`config.mk`:
```
export PLATFORM = sky130hd
export DESIGN_NAME = pcm_serial_frame_port
export DESIGN_NICKNAME = d
export VERILOG_FILES = /design/src/pcm_pkg.sv /design/src/pcm_serial_frame_port.sv
export SDC_FILE = /design/constraint.sdc
export NUM_CORES = 1
export LEC_CHECK = 0
export BUFFER_PORTS_ARGS = -buffer_cell sky130_fd_sc_hd__buf_2
export CAP_MARGIN = 20
export CORE_UTILIZATION = 60
export CTS_BUF_LIST = sky130_fd_sc_hd__clkbuf_8
export CTS_CLUSTER_DIAMETER = 150
export CTS_CLUSTER_SIZE = 40
export DETAILED_ROUTE_END_ITERATION = 10
export PLACE_DENSITY = 0.82
export SLEW_MARGIN = 10
export SYNTH_ARGS = -nofsm -noshare
export SYNTH_HDL_FRONTEND = slang
export SYNTH_SLANG_ARGS = --single-unit
```
`constraint.sdc`:
```
create_clock -name clk_in -period 3.6 [get_ports clk_in]
set_input_delay 0.18 -clock clk_in [delete_from_list [all_inputs] [get_ports clk_in]]
set_output_delay 0.18 -clock clk_in [all_outputs]
set_load 0.05 [all_outputs]
```
`src/pcm_pkg.sv`:
```
// Constants shared by the serial PCM frame port.
package pcm_pkg;

  // ---------------------------------------------------------------------------
  // Frame and word layout
  // ---------------------------------------------------------------------------
  localparam int FRAME_CLKS = 256;
  localparam int LIN_BITS = 13;
  localparam int CMP_BITS = 8;
  localparam int GAIN_BITS = 3;
  localparam int RX_LIN_SLOTS = LIN_BITS + GAIN_BITS;
  localparam int SLOT_W = 9;
  localparam logic [SLOT_W-1:0] SLOT_FIRST = 9'h001;
  localparam logic [SLOT_W-1:0] SLOT_FRAME = 9'h100;
  localparam logic [SLOT_W-1:0] SLOT_MAX = 9'h1ff;
  localparam logic [SLOT_W-1:0] SLOT_LIN_LAST = 9'h00d;
  localparam logic [SLOT_W-1:0] SLOT_CMP_LAST = 9'h008;
  localparam logic [SLOT_W-1:0] SLOT_RX_LIN_LAST = 9'h010;

  // ---------------------------------------------------------------------------
  // Receive gain
  // ---------------------------------------------------------------------------
  localparam logic signed [5:0] GAIN_TOP_DB = 6'sh03;
  localparam logic signed [5:0] GAIN_STEP_DB = 6'sh03;
  localparam logic signed [5:0] GAIN_FIXED_DB = 6'sh00;

  // ---------------------------------------------------------------------------
  // Timing
  // ---------------------------------------------------------------------------
  localparam int CLK_NS = 10;
  localparam int PD_TIMEOUT_NS = 2000;
  localparam int PD_TIMEOUT_CLKS = PD_TIMEOUT_NS / CLK_NS;
  localparam int IDLE_W = 8;

endpackage

```
`src/pcm_serial_frame_port.sv`:
```
// Serial PCM frame port: sync detection, receive capture and transmit shifting.
module pcm_serial_frame_port
  import pcm_pkg::*;
#(
  parameter int TX_W = LIN_BITS,
  parameter int RX_W = RX_LIN_SLOTS
) (
  input wire logic clk_in,
  input wire logic rst_b_in,
  input wire logic mclk_in,
  input wire logic frame_sync_in,
  input wire logic serial_rx_data_in,
  input wire logic linear_select_in,
  input wire logic [TX_W-1:0] tx_sample_in,
  output logic tx_load_out,
  output logic serial_tx_data_out,
  output logic serial_tx_data_oe_b_out,
  output logic [LIN_BITS-1:0] rx_sample_out,
  output logic [GAIN_BITS-1:0] rx_gain_code_out,
  output logic signed [5:0] rx_gain_db_out,
  output logic rx_valid_out,
  output logic frame_error_out,
  output logic power_down_out
);

  // ---------------------------------------------------------------------------
  // Pin synchronisers and master clock edges
  // ---------------------------------------------------------------------------
  logic [1:0] mclk_meta_q, sync_meta_q, rxd_meta_q, lin_meta_q;
  logic mclk_s, sync_s, rxd_s, lin_s, mclk_prev_q, rise_w, fall_w;

  always_ff @(posedge clk_in or negedge rst_b_in) begin
    if (!rst_b_in) begin
      mclk_meta_q <= 2'h0;
      sync_meta_q <= 2'h0;
      rxd_meta_q <= 2'h0;
      lin_meta_q <= 2'h0;
      mclk_prev_q <= 1'b0;
    end else begin
      mclk_meta_q <= {mclk_meta_q[0], mclk_in};
      sync_meta_q <= {sync_meta_q[0], frame_sync_in};
      rxd_meta_q <= {rxd_meta_q[0], serial_rx_data_in};
      lin_meta_q <= {lin_meta_q[0], linear_select_in};
      mclk_prev_q <= mclk_s;
    end
  end

  assign mclk_s = mclk_meta_q[1];
  assign sync_s = sync_meta_q[1];
  assign rxd_s = rxd_meta_q[1];
  assign lin_s = lin_meta_q[1];
  assign rise_w = mclk_s && !mclk_prev_q;
  assign fall_w = !mclk_s && mclk_prev_q;

  // ---------------------------------------------------------------------------
  // Frame slot counter
  // ---------------------------------------------------------------------------
  logic active_q, lin_q, sync_hit_w;
  logic [SLOT_W-1:0] slot_q, tx_last_w, rx_last_w;

  assign sync_hit_w = fall_w && sync_s;
  assign tx_last_w = lin_q ? SLOT_LIN_LAST : SLOT_CMP_LAST;
  assign rx_last_w = lin_q ? SLOT_RX_LIN_LAST : SLOT_CMP_LAST;

  always_ff @(posedge clk_in or negedge rst_b_in) begin
    if (!rst_b_in) begin
      active_q <= 1'b0;
      lin_q <= 1'b0;
      slot_q <= '0;
    end else if (sync_hit_w) begin
      active_q <= 1'b1;
      lin_q <= !lin_s;
      slot_q <= SLOT_FIRST;
    end else if (fall_w && active_q && slot_q != SLOT_MAX) begin
      slot_q <= slot_q + SLOT_FIRST;
    end
  end

  always_ff @(posedge clk_in or negedge rst_b_in) begin
    if (!rst_b_in) begin
      frame_error_out <= 1'b0;
    end else begin
      frame_error_out <= sync_hit_w && active_q && slot_q != SLOT_FRAME;
    end
  end

  // ---------------------------------------------------------------------------
  // Transmit shifter
  // ---------------------------------------------------------------------------
  logic [LIN_BITS-1:0] tx_sr_q;

  always_ff @(posedge clk_in or negedge rst_b_in) begin
    if (!rst_b_in) begin
      tx_sr_q <= '0;
      tx_load_out <= 1'b0;
    end else begin
      tx_load_out <= sync_hit_w;
      if (sync_hit_w) begin
        tx_sr_q <= lin_s ? {tx_sample_in[CMP_BITS-1:0], 5'h00} : tx_sample_in[LIN_BITS-1:0];
      end else if (rise_w && active_q && slot_q >= SLOT_FIRST && slot_q <= tx_last_w) begin
        tx_sr_q <= {tx_sr_q[LIN_BITS-2:0], 1'b0};
      end
    end
  end

  always_ff @(posedge clk_in or negedge rst_b_in) begin
    if (!rst_b_in) begin
      serial_tx_data_out <= 1'b0;
      serial_tx_data_oe_b_out <= 1'b1;
    end else if (rise_w && active_q && slot_q >= SLOT_FIRST && slot_q <= tx_last_w) begin
      serial_tx_data_out <= tx_sr_q[LIN_BITS-1];
      serial_tx_data_oe_b_out <= 1'b0;
    end else if (fall_w && slot_q == tx_last_w) begin
      serial_tx_data_oe_b_out <= 1'b1;
    end
  end

  // ---------------------------------------------------------------------------
  // Receive capture
  // ---------------------------------------------------------------------------
  logic [RX_W-1:0] rx_sr_q, rx_next_w;
  logic rx_cap_w;

  assign rx_cap_w = fall_w && active_q && !sync_s && slot_q >= SLOT_FIRST && slot_q <= rx_last_w;
  assign rx_next_w = {rx_sr_q[RX_W-2:0], rxd_s};

  always_ff @(posedge clk_in or negedge rst_b_in) begin
    if (!rst_b_in) begin
      rx_sr_q <= '0;
      rx_valid_out <= 1'b0;
      rx_sample_out <= '0;
      rx_gain_code_out <= '0;
      rx_gain_db_out <= GAIN_FIXED_DB;
    end else begin
      rx_valid_out <= rx_cap_w && slot_q == rx_last_w;
      if (rx_cap_w) begin
        rx_sr_q <= rx_next_w;
      end
      if (rx_cap_w && slot_q == rx_last_w) begin
        if (lin_q) begin
          rx_sample_out <= rx_next_w[RX_W-1:GAIN_BITS];
          rx_gain_code_out <= rx_next_w[GAIN_BITS-1:0];
          rx_gain_db_out <= GAIN_TOP_DB - GAIN_STEP_DB * $signed({3'h0, rx_next_w[GAIN_BITS-1:0]});
        end else begin
          rx_sample_out <= {5'h00, rx_next_w[CMP_BITS-1:0]};
          rx_gain_code_out <= '0;
          rx_gain_db_out <= GAIN_FIXED_DB;
        end
      end
    end
  end

  // ---------------------------------------------------------------------------
  // Master clock loss detection
  // ---------------------------------------------------------------------------
  logic [IDLE_W-1:0] idle_q;
  logic idle_hit_w;

  assign idle_hit_w = idle_q == IDLE_W'(PD_TIMEOUT_CLKS - 1);

  always_ff @(posedge clk_in or negedge rst_b_in) begin
    if (!rst_b_in) begin
      idle_q <= '0;
      power_down_out <= 1'b0;
    end else if (rise_w || fall_w) begin
      idle_q <= '0;
      power_down_out <= 1'b0;
    end else if (!idle_hit_w) begin
      idle_q <= idle_q + IDLE_W'(1);
    end else if (serial_tx_data_oe_b_out) begin
      power_down_out <= 1'b1;
    end
  end
endmodule

```
==> metrics.md, run 1 <==
| Metric | Value |
|---|---|
| Tot GR Track Use | `24.6%` |
| Synth warn | `0` |
| Antenna diodes | `0` |
| Unrepaired setup endpoints after global routing | `no` |
| DRT iter0 DRCs | `150` |
| Highest Clock Rate | `434 MHz` |
| Final wirelength | `7.22 mm` |
| Syn nets | `398` |
| Status | `completed` |
| Cell count after placement | `470` |
| Cells on worst reg2reg path | `7` |
| Cts bufs inserted | `9` |
| Setup TNS Final | `0 ns` |
| Critical Path Source | `slot_q[0]` |
| Most common cell after layout, fill and taps aside | `dfrtp_1` |
| DRT Pass-1 Iters | `4` |
| H-tree Lvls | `3` |
| DPL Wire Length | `4.70 mm` |
| Vias in the first global route | `2671` |
| Syn-to-layout area delta | `14.8%` |
| Most frequent cells in the layout | `dfrtp_1, nand2_1, buf_2` |
| Reg2Reg Setup Slack | `1.30 ns` |
| Worst IR Drop VDD | `347 uV` |
| Min-Delay Path Class | `primary input to register` |
| Critical Path AT | `2.55 ns` |
| #FFs+latches synth | `84` |
| Met1 WL | `3.30 mm` |
| EDFF count, synth | `0` |
| CP Cell Sequence | `inv_1, ha_1, nor2b_1, nand3_1, o21ai_0, nand4b_2, mux2_2` |
| Maximum single-stage delay on the critical path | `0.48 ns` |
| Post-DRT Antenna Nets | `0` |
| GR Overflow Total | `0` |
| Pwr Total | `2750 uW` |
| Static leakage | `0.00221 uW` |
| Worst setup EP type | `register` |
| Die area | `0.00678 mm2` |
| Top layer in use | `met4` |
| Final slew viol count | `0` |
| Max-slew headroom | `48.1%` |
| Setup Viol. Count Final | `0` |
| Final Non-Filler Cells | `493` |
| Core Region | `0.00606 mm2` |
| Hold Fails Final Rpt | `0` |
| Initial antenna violation count | `0` |
| Hold Path Sink | `tx_sr_q[0]` |
| Crit path launch type | `register` |
| Seq/Total Area, Yosys | `54.3%` |
| Synth cell types | `38` |
| Met3 WL | `240 um` |
| Vias | `2716` |
| IO Pins | `47` |
| Setup Skew | `0.0144 ns` |
| Worst Path Required | `3.85 ns` |
| Critical path class | `register to register` |
| Worst-path maximum fanout | `15` |
| Routability Congestion | `0.813` |
| Core Util, Final | `73.4%` |
| Syn avg cell area | `10.7 um2` |
| Post-layout nets | `448` |
| WHS Path Cells | `3` |
| Main synth FF type | `dfrtp_1` |
| CP max stage cell | `nand4b_2` |
| Clk Latency, worst-skew pair | `0.37 ns` |
| Power Density | `617 mW/mm2` |
| Largest net degree at the start of global routing | `85` |
| Wire length per cell | `14.7 um` |
| Vias per cell | `5.51` |
| Worst path bufs/invs | `1` |
| Ratio of final minimum period to clock period | `63.9%` |
| Crit path max-delay family | `simple AND/OR/NAND/NOR gates` |
| Final Critical Period | `2.30 ns` |
| Die width | `82.4 um` |
| Clk pin slew, worst setup/hold paths | `0.08 ns` |
| Worst Tran Pin Value | `0.771 ns` |
| Max cap viols | `0` |
| Mapped cell area | `0.00387 mm2` |
| Die height | `82.4 um` |
| # DRC | `0` |
| TritonCTS clock tree | `yes` |
| CTS root buf | `clkbuf_8` |
| Clk buf depth | `2` |
| Met2 routed WL | `3.55 mm` |
| Number of port buffers | `46` |
| Post-CTS Resized | `0` |
| First-pass GRT wire length | `12.1 mm` |
| Ratio of cells with drive above 1 in the final layout | `19.9%` |
| Syn Inst Count | `363` |
| Async SR Flop Fraction | `100%` |
| Worst r2r dst | `rx_sr_q[10]` |
| FF-to-FF Start | `slot_q[0]` |
| HP Start | `tx_sample_in[0]` |
| Clock sinks | `84` |
| Rows | `28` |
| Starting density of the core | `63.9%` |
[tightest hold or removal path: cells and delay by family]
kind,cells,cell delay (ns)
AND/OR/NAND/NOR,1,0.05
buffers and inverters,1,0.10
AO/OA/AOI/OAI,1,0.07
[synth_stat cells (11+ instances only)]
master,count,area (um2)
ha_1,14,175
a21oi_1,20,100
mux2_2,13,146
o21ai_0,27,135
clkbuf_1,13,48.8
xnor2_1,11,96.3
nand2_1,57,214
mux2i_1,20,200
dfrtp_1,83,2080
inv_1,18,67.6
nor2_1,13,48.8
nand3_1,13,65.1
[cells by family after synthesis]
group,count (synthesis),synth area share [%]
adders and majority gates,16,5.55
xor gates and xnor gates,14,3.16
buffers and inverters,34,3.52
AOI/OAI and AO/OA,62,9.30
DFF,84,54.3
muxes,33,8.94
and+or+nand+nor,120,15.2
[state kept, by name, summed over array words and instances, names as in the netlist, 2 cells and up]
register and count:
rx_gain_code_out 3, tx_sr_q 13, sync_meta_q 2, mclk_meta_q 2, idle_q 8, rx_gain_db_out 6
rx_sr_q 15, lin_meta_q 2, slot_q 9, rx_sample_out 13, rxd_meta_q 2
[worst max path at each step]
stage	slack [ns]	to	cells past startpoint
5_1_grt	1.10	rx_sr_q[10]	7
3_3_place_gp	1.37	tx_sr_q[5]	7
3_5_place_dp	1.29	tx_sr_q[7]	7
6_report	1.30	rx_sr_q[10]	7
4_1_cts	1.27	tx_sr_q[10]	7
2_1_floorplan	1.0	rx_sr_q[10]	9
[report_power, final]
group | switching [uW] | internal (uW) | total (uW)
Combinational | 472 | 295 | 766
Sequential | 143 | 1100 | 1250
Clock | 346 | 388 | 734
Total | 961 | 1790 | 2750
[per-layer routing]
layer,up-vias,GRT usage (%)
met4,0,11.2
li1,1344,-
met2,52,39.3
met1,1307,31.4
met3,13,6.37
met5,-,0
[final cells by class]
cell class,count,area [um2]
clock inverter,7,92.6
fill,423,1610
clock buffer,9,124
inverter,18,67.6
multi-input combinational,245,1640
timing repair buffer,55,333
sequential,84,2100
tap,75,93.8
[timing repair]
action,in CTS,in global routing
hold buffers,4,1
buffers inserted,0,0
hold endpoints to repair,4,23
[per-stage QoR]
step	hold slack, ns	worst slack (ns)	cell area, um2
after floorplan	-0.116	0.998	3870
after global placement	0.287	1.37	4150
after detailed placement	0.289	1.29	4150
after CTS	0.0198	1.27	4400
after global routing	0.104	1.10	4450
final	0.0770	1.30	4450
Note: power is estimated with default switching activity, not from simulation.
==> run 2: changes to the inputs <==
--- a/config.mk
+++ b/config.mk
@@ -7,12 +7,12 @@
 export LEC_CHECK = 0
 export BUFFER_PORTS_ARGS = -buffer_cell sky130_fd_sc_hd__buf_2
 export CAP_MARGIN = 20
-export CORE_UTILIZATION = 60
+export CORE_UTILIZATION = 54
 export CTS_BUF_LIST = sky130_fd_sc_hd__clkbuf_8
 export CTS_CLUSTER_DIAMETER = 150
 export CTS_CLUSTER_SIZE = 40
 export DETAILED_ROUTE_END_ITERATION = 10
-export PLACE_DENSITY = 0.82
+export PLACE_DENSITY = 0.78
 export SLEW_MARGIN = 10
 export SYNTH_ARGS = -nofsm -noshare
 export SYNTH_HDL_FRONTEND = slang
==> constraint.sdc (replaced) <==
create_clock -name clk_in -period 2.1 [get_ports clk_in]
set_input_delay 0.105 -clock clk_in [delete_from_list [all_inputs] [get_ports clk_in]]
set_output_delay 0.105 -clock clk_in [all_outputs]
set_load 0.05 [all_outputs]
==> metrics.md, run 2 (synthesis results as in run 1) <==
| Metric | Value |
|---|---|
| Worst path bufs/invs | `0 (-1)` |
| IO Pins | `47 (unchanged)` |
| Cells on worst reg2reg path | `8 (+1)` |
| Largest register FFs | `15 (unchanged)` |
| Status | `completed` |
| Hold Fails Final Rpt | `0 (unchanged)` |
| TritonCTS clock tree | `yes` |
| Final wirelength | `7.47 mm (+3.4%)` |
| Clk buf depth | `2 (unchanged)` |
| Dpl ws | `0.0116 ns (-1.28 ns)` |
| DPL Wire Length | `5.05 mm (+7.4%)` |
| Worst-path maximum fanout | `8 (-7)` |
| Ratio of cells with drive above 1 in the final layout | `23.8% (+3.9 points)` |
| Initial antenna violation count | `0 (unchanged)` |
| Worst Tran Pin Value | `0.613 ns (-0.158 ns)` |
| Max cap viols | `0 (unchanged)` |
| H-tree Lvls | `3 (unchanged)` |
| Setup Skew | `0.00731 ns (-0.00713 ns)` |
| Critical path class | `register to register` |
| Starting density of the core | `56.4% (-7.5 points)` |
| Pwr Total | `4750 uW (+73%)` |
| Min-Delay Path Class | `primary input to register` |
| Largest regs | `rx_sr_q (15), rx_sample_out (13), tx_sr_q (13)` |
| Post-DRT Antenna Nets | `0 (unchanged)` |
| CTS root buf | `clkbuf_8` |
| Most common cell after layout, fill and taps aside | `dfrtp_1` |
| Ratio of final minimum period to clock period | `93.6% (+30 points)` |
| Die width | `86.7 um (+5.3%)` |
| Post-layout nets | `463 (+3.3%)` |
| Worst IR Drop VDD | `521 uV (+50%)` |
| CP Cell Sequence | `ha_2, nand2_1, nor2_1, ha_1, and3b_2, nand3_2, or3_1, a21oi_1` |
| WHS Path Cells | `3 (unchanged)` |
| Number of port buffers | `46 (unchanged)` |
| Rows | `30 (+7.1%)` |
| Crit path max-delay family | `simple AND/OR/NAND/NOR gates` |
| Crit path launch type | `register` |
| Register with the most flip-flops | `rx_sr_q` |
| Wire length per cell | `14.1 um (-3.6%)` |
| Setup Viol. Count Final | `0 (unchanged)` |
| Max-slew headroom | `59.1% (+11 points)` |
| Final Critical Period | `1.97 ns (-0.337 ns)` |
| Vias | `2815 (+3.6%)` |
| Vias per cell | `5.32 (-3.4%)` |
| Most frequent cells in the layout | `dfrtp_1, nand2_1, buf_2` |
| Final slew viol count | `0 (unchanged)` |
| Routability Congestion | `0.828 (+1.8%)` |
| Hold Path Sink | `tx_sr_q[4]` |
| Highest Clock Rate | `509 MHz (+17%)` |
| Syn-to-layout area delta | `18.4%` |
| Die height | `86.7 um (+5.3%)` |
| # DRC | `0 (unchanged)` |
| FF-to-FF Start | `slot_q[0]` |
| Cts bufs inserted | `9 (unchanged)` |
| Clk pin slew, worst setup/hold paths | `0.08 ns (about the same)` |
| Critical Path AT | `2.25 ns (-0.30 ns)` |
| Antenna diodes | `0 (unchanged)` |
| Reg2Reg Setup Slack | `0.13 ns (-1.16 ns)` |
| CP max stage cell | `dfrtp_2` |
| GR Overflow Total | `0 (unchanged)` |
| Core Region | `0.00687 mm2 (+13%)` |
| Worst setup EP type | `register` |
| Clk Latency, worst-skew pair | `0.36 ns (about the same)` |
| Worst r2r dst | `slot_q[7]` |
| HP Start | `tx_sample_in[4]` |
| Worst Path Required | `2.39 ns (-1.46 ns)` |
| Largest net degree at the start of global routing | `49 (-42%)` |
| First-pass GRT wire length | `12.8 mm (+6.2%)` |
| Die area | `0.00752 mm2 (+11%)` |
| Static leakage | `0.00228 uW (+3.2%)` |
| Vias in the first global route | `2803 (+4.9%)` |
| DRT Pass-1 Iters | `4 (unchanged)` |
| Tot GR Track Use | `22.4% (-2.2 points)` |
| Maximum single-stage delay on the critical path | `0.47 ns (about the same)` |
| Power Density | `1040 mW/mm2 (+68%)` |
| DRT iter0 DRCs | `133 (-11%)` |
| Clock sinks | `84 (unchanged)` |
| Worst setup margin | `0.135 ns (-1.16 ns)` |
[run 2: worst max path at each step]
stage / start / endpoint / slack [ns] / cells past startpoint
floorplan: lin_q / rx_sr_q[10] / 0.004 / 9
global placement: slot_q[0] / slot_q[7] / 0.13 / 8
global route: slot_q[1] / rx_sr_q[6] / -0.01 / 8
finish: slot_q[0] / slot_q[7] / 0.13 / 8
CTS: slot_q[0] / slot_q[7] / 0.06 / 8
detailed placement: slot_q[0] / slot_q[7] / 0.01 / 8
[run 2: metrics by stage]
step | utilization, % | instance area [um2] | instances | hold slack, ns | setup TNS (ns)
floorplan | - | 3900 | 363 | -0.191 | 0
global placement | 62.4 | 4280 | 504 | 0.155 | 0
detailed placement | 62.4 | 4280 | 504 | 0.158 | 0
CTS | 66.3 | 4550 | 526 | 0.0229 | 0
global route | 66.8 | 4590 | 529 | 0.0527 | -0.0428
finish | 66.8 | 4590 | 529 | 0.0312 | 0
[run 2: per-layer routing]
layer	global-route usage (%)	share of wire, %	up-vias
met5	0	0	-
met1	29.6	46	1370
li1	-	-	1367
met2	35.2	48	64
met4	10.8	2.0	0
met3	4.86	3.6	14
[run 2: power breakdown]
| part | internal [uW] | total [uW] | switching (uW) | leakage [uW] |
|---|---|---|---|---|
| logic | 558 | 1410 | 855 | 0.00107 |
| clock network | 657 | 1230 | 569 | 0.000117 |
| registers | 1890 | 2110 | 216 | 0.00110 |
| total | 3110 | 4750 | 1640 | 0.00228 |
[run 2: area by class of cell]
cell class | count | area [um2]
multi-input combinational | 245 | 1640
inverter | 18 | 67.6
tap | 96 | 120
sequential | 84 | 2110
timing repair buffer | 70 | 440
clock buffer | 9 | 124
fill | 540 | 2280
clock inverter | 7 | 85.1
[run 2: repair_timing]
action,4_1_cts,5_1_grt
endpoints found under the setup margin,1,6
gates resized for setup,1,7
hold endpoints to repair,52,0
setup buffers,0,3
hold buffers,6,0
[run 2: tightest hold or removal path: stages]
cell	delay (ns)
buf_2	0.09
a21oi_1	0.06
a21oi_1	0.10
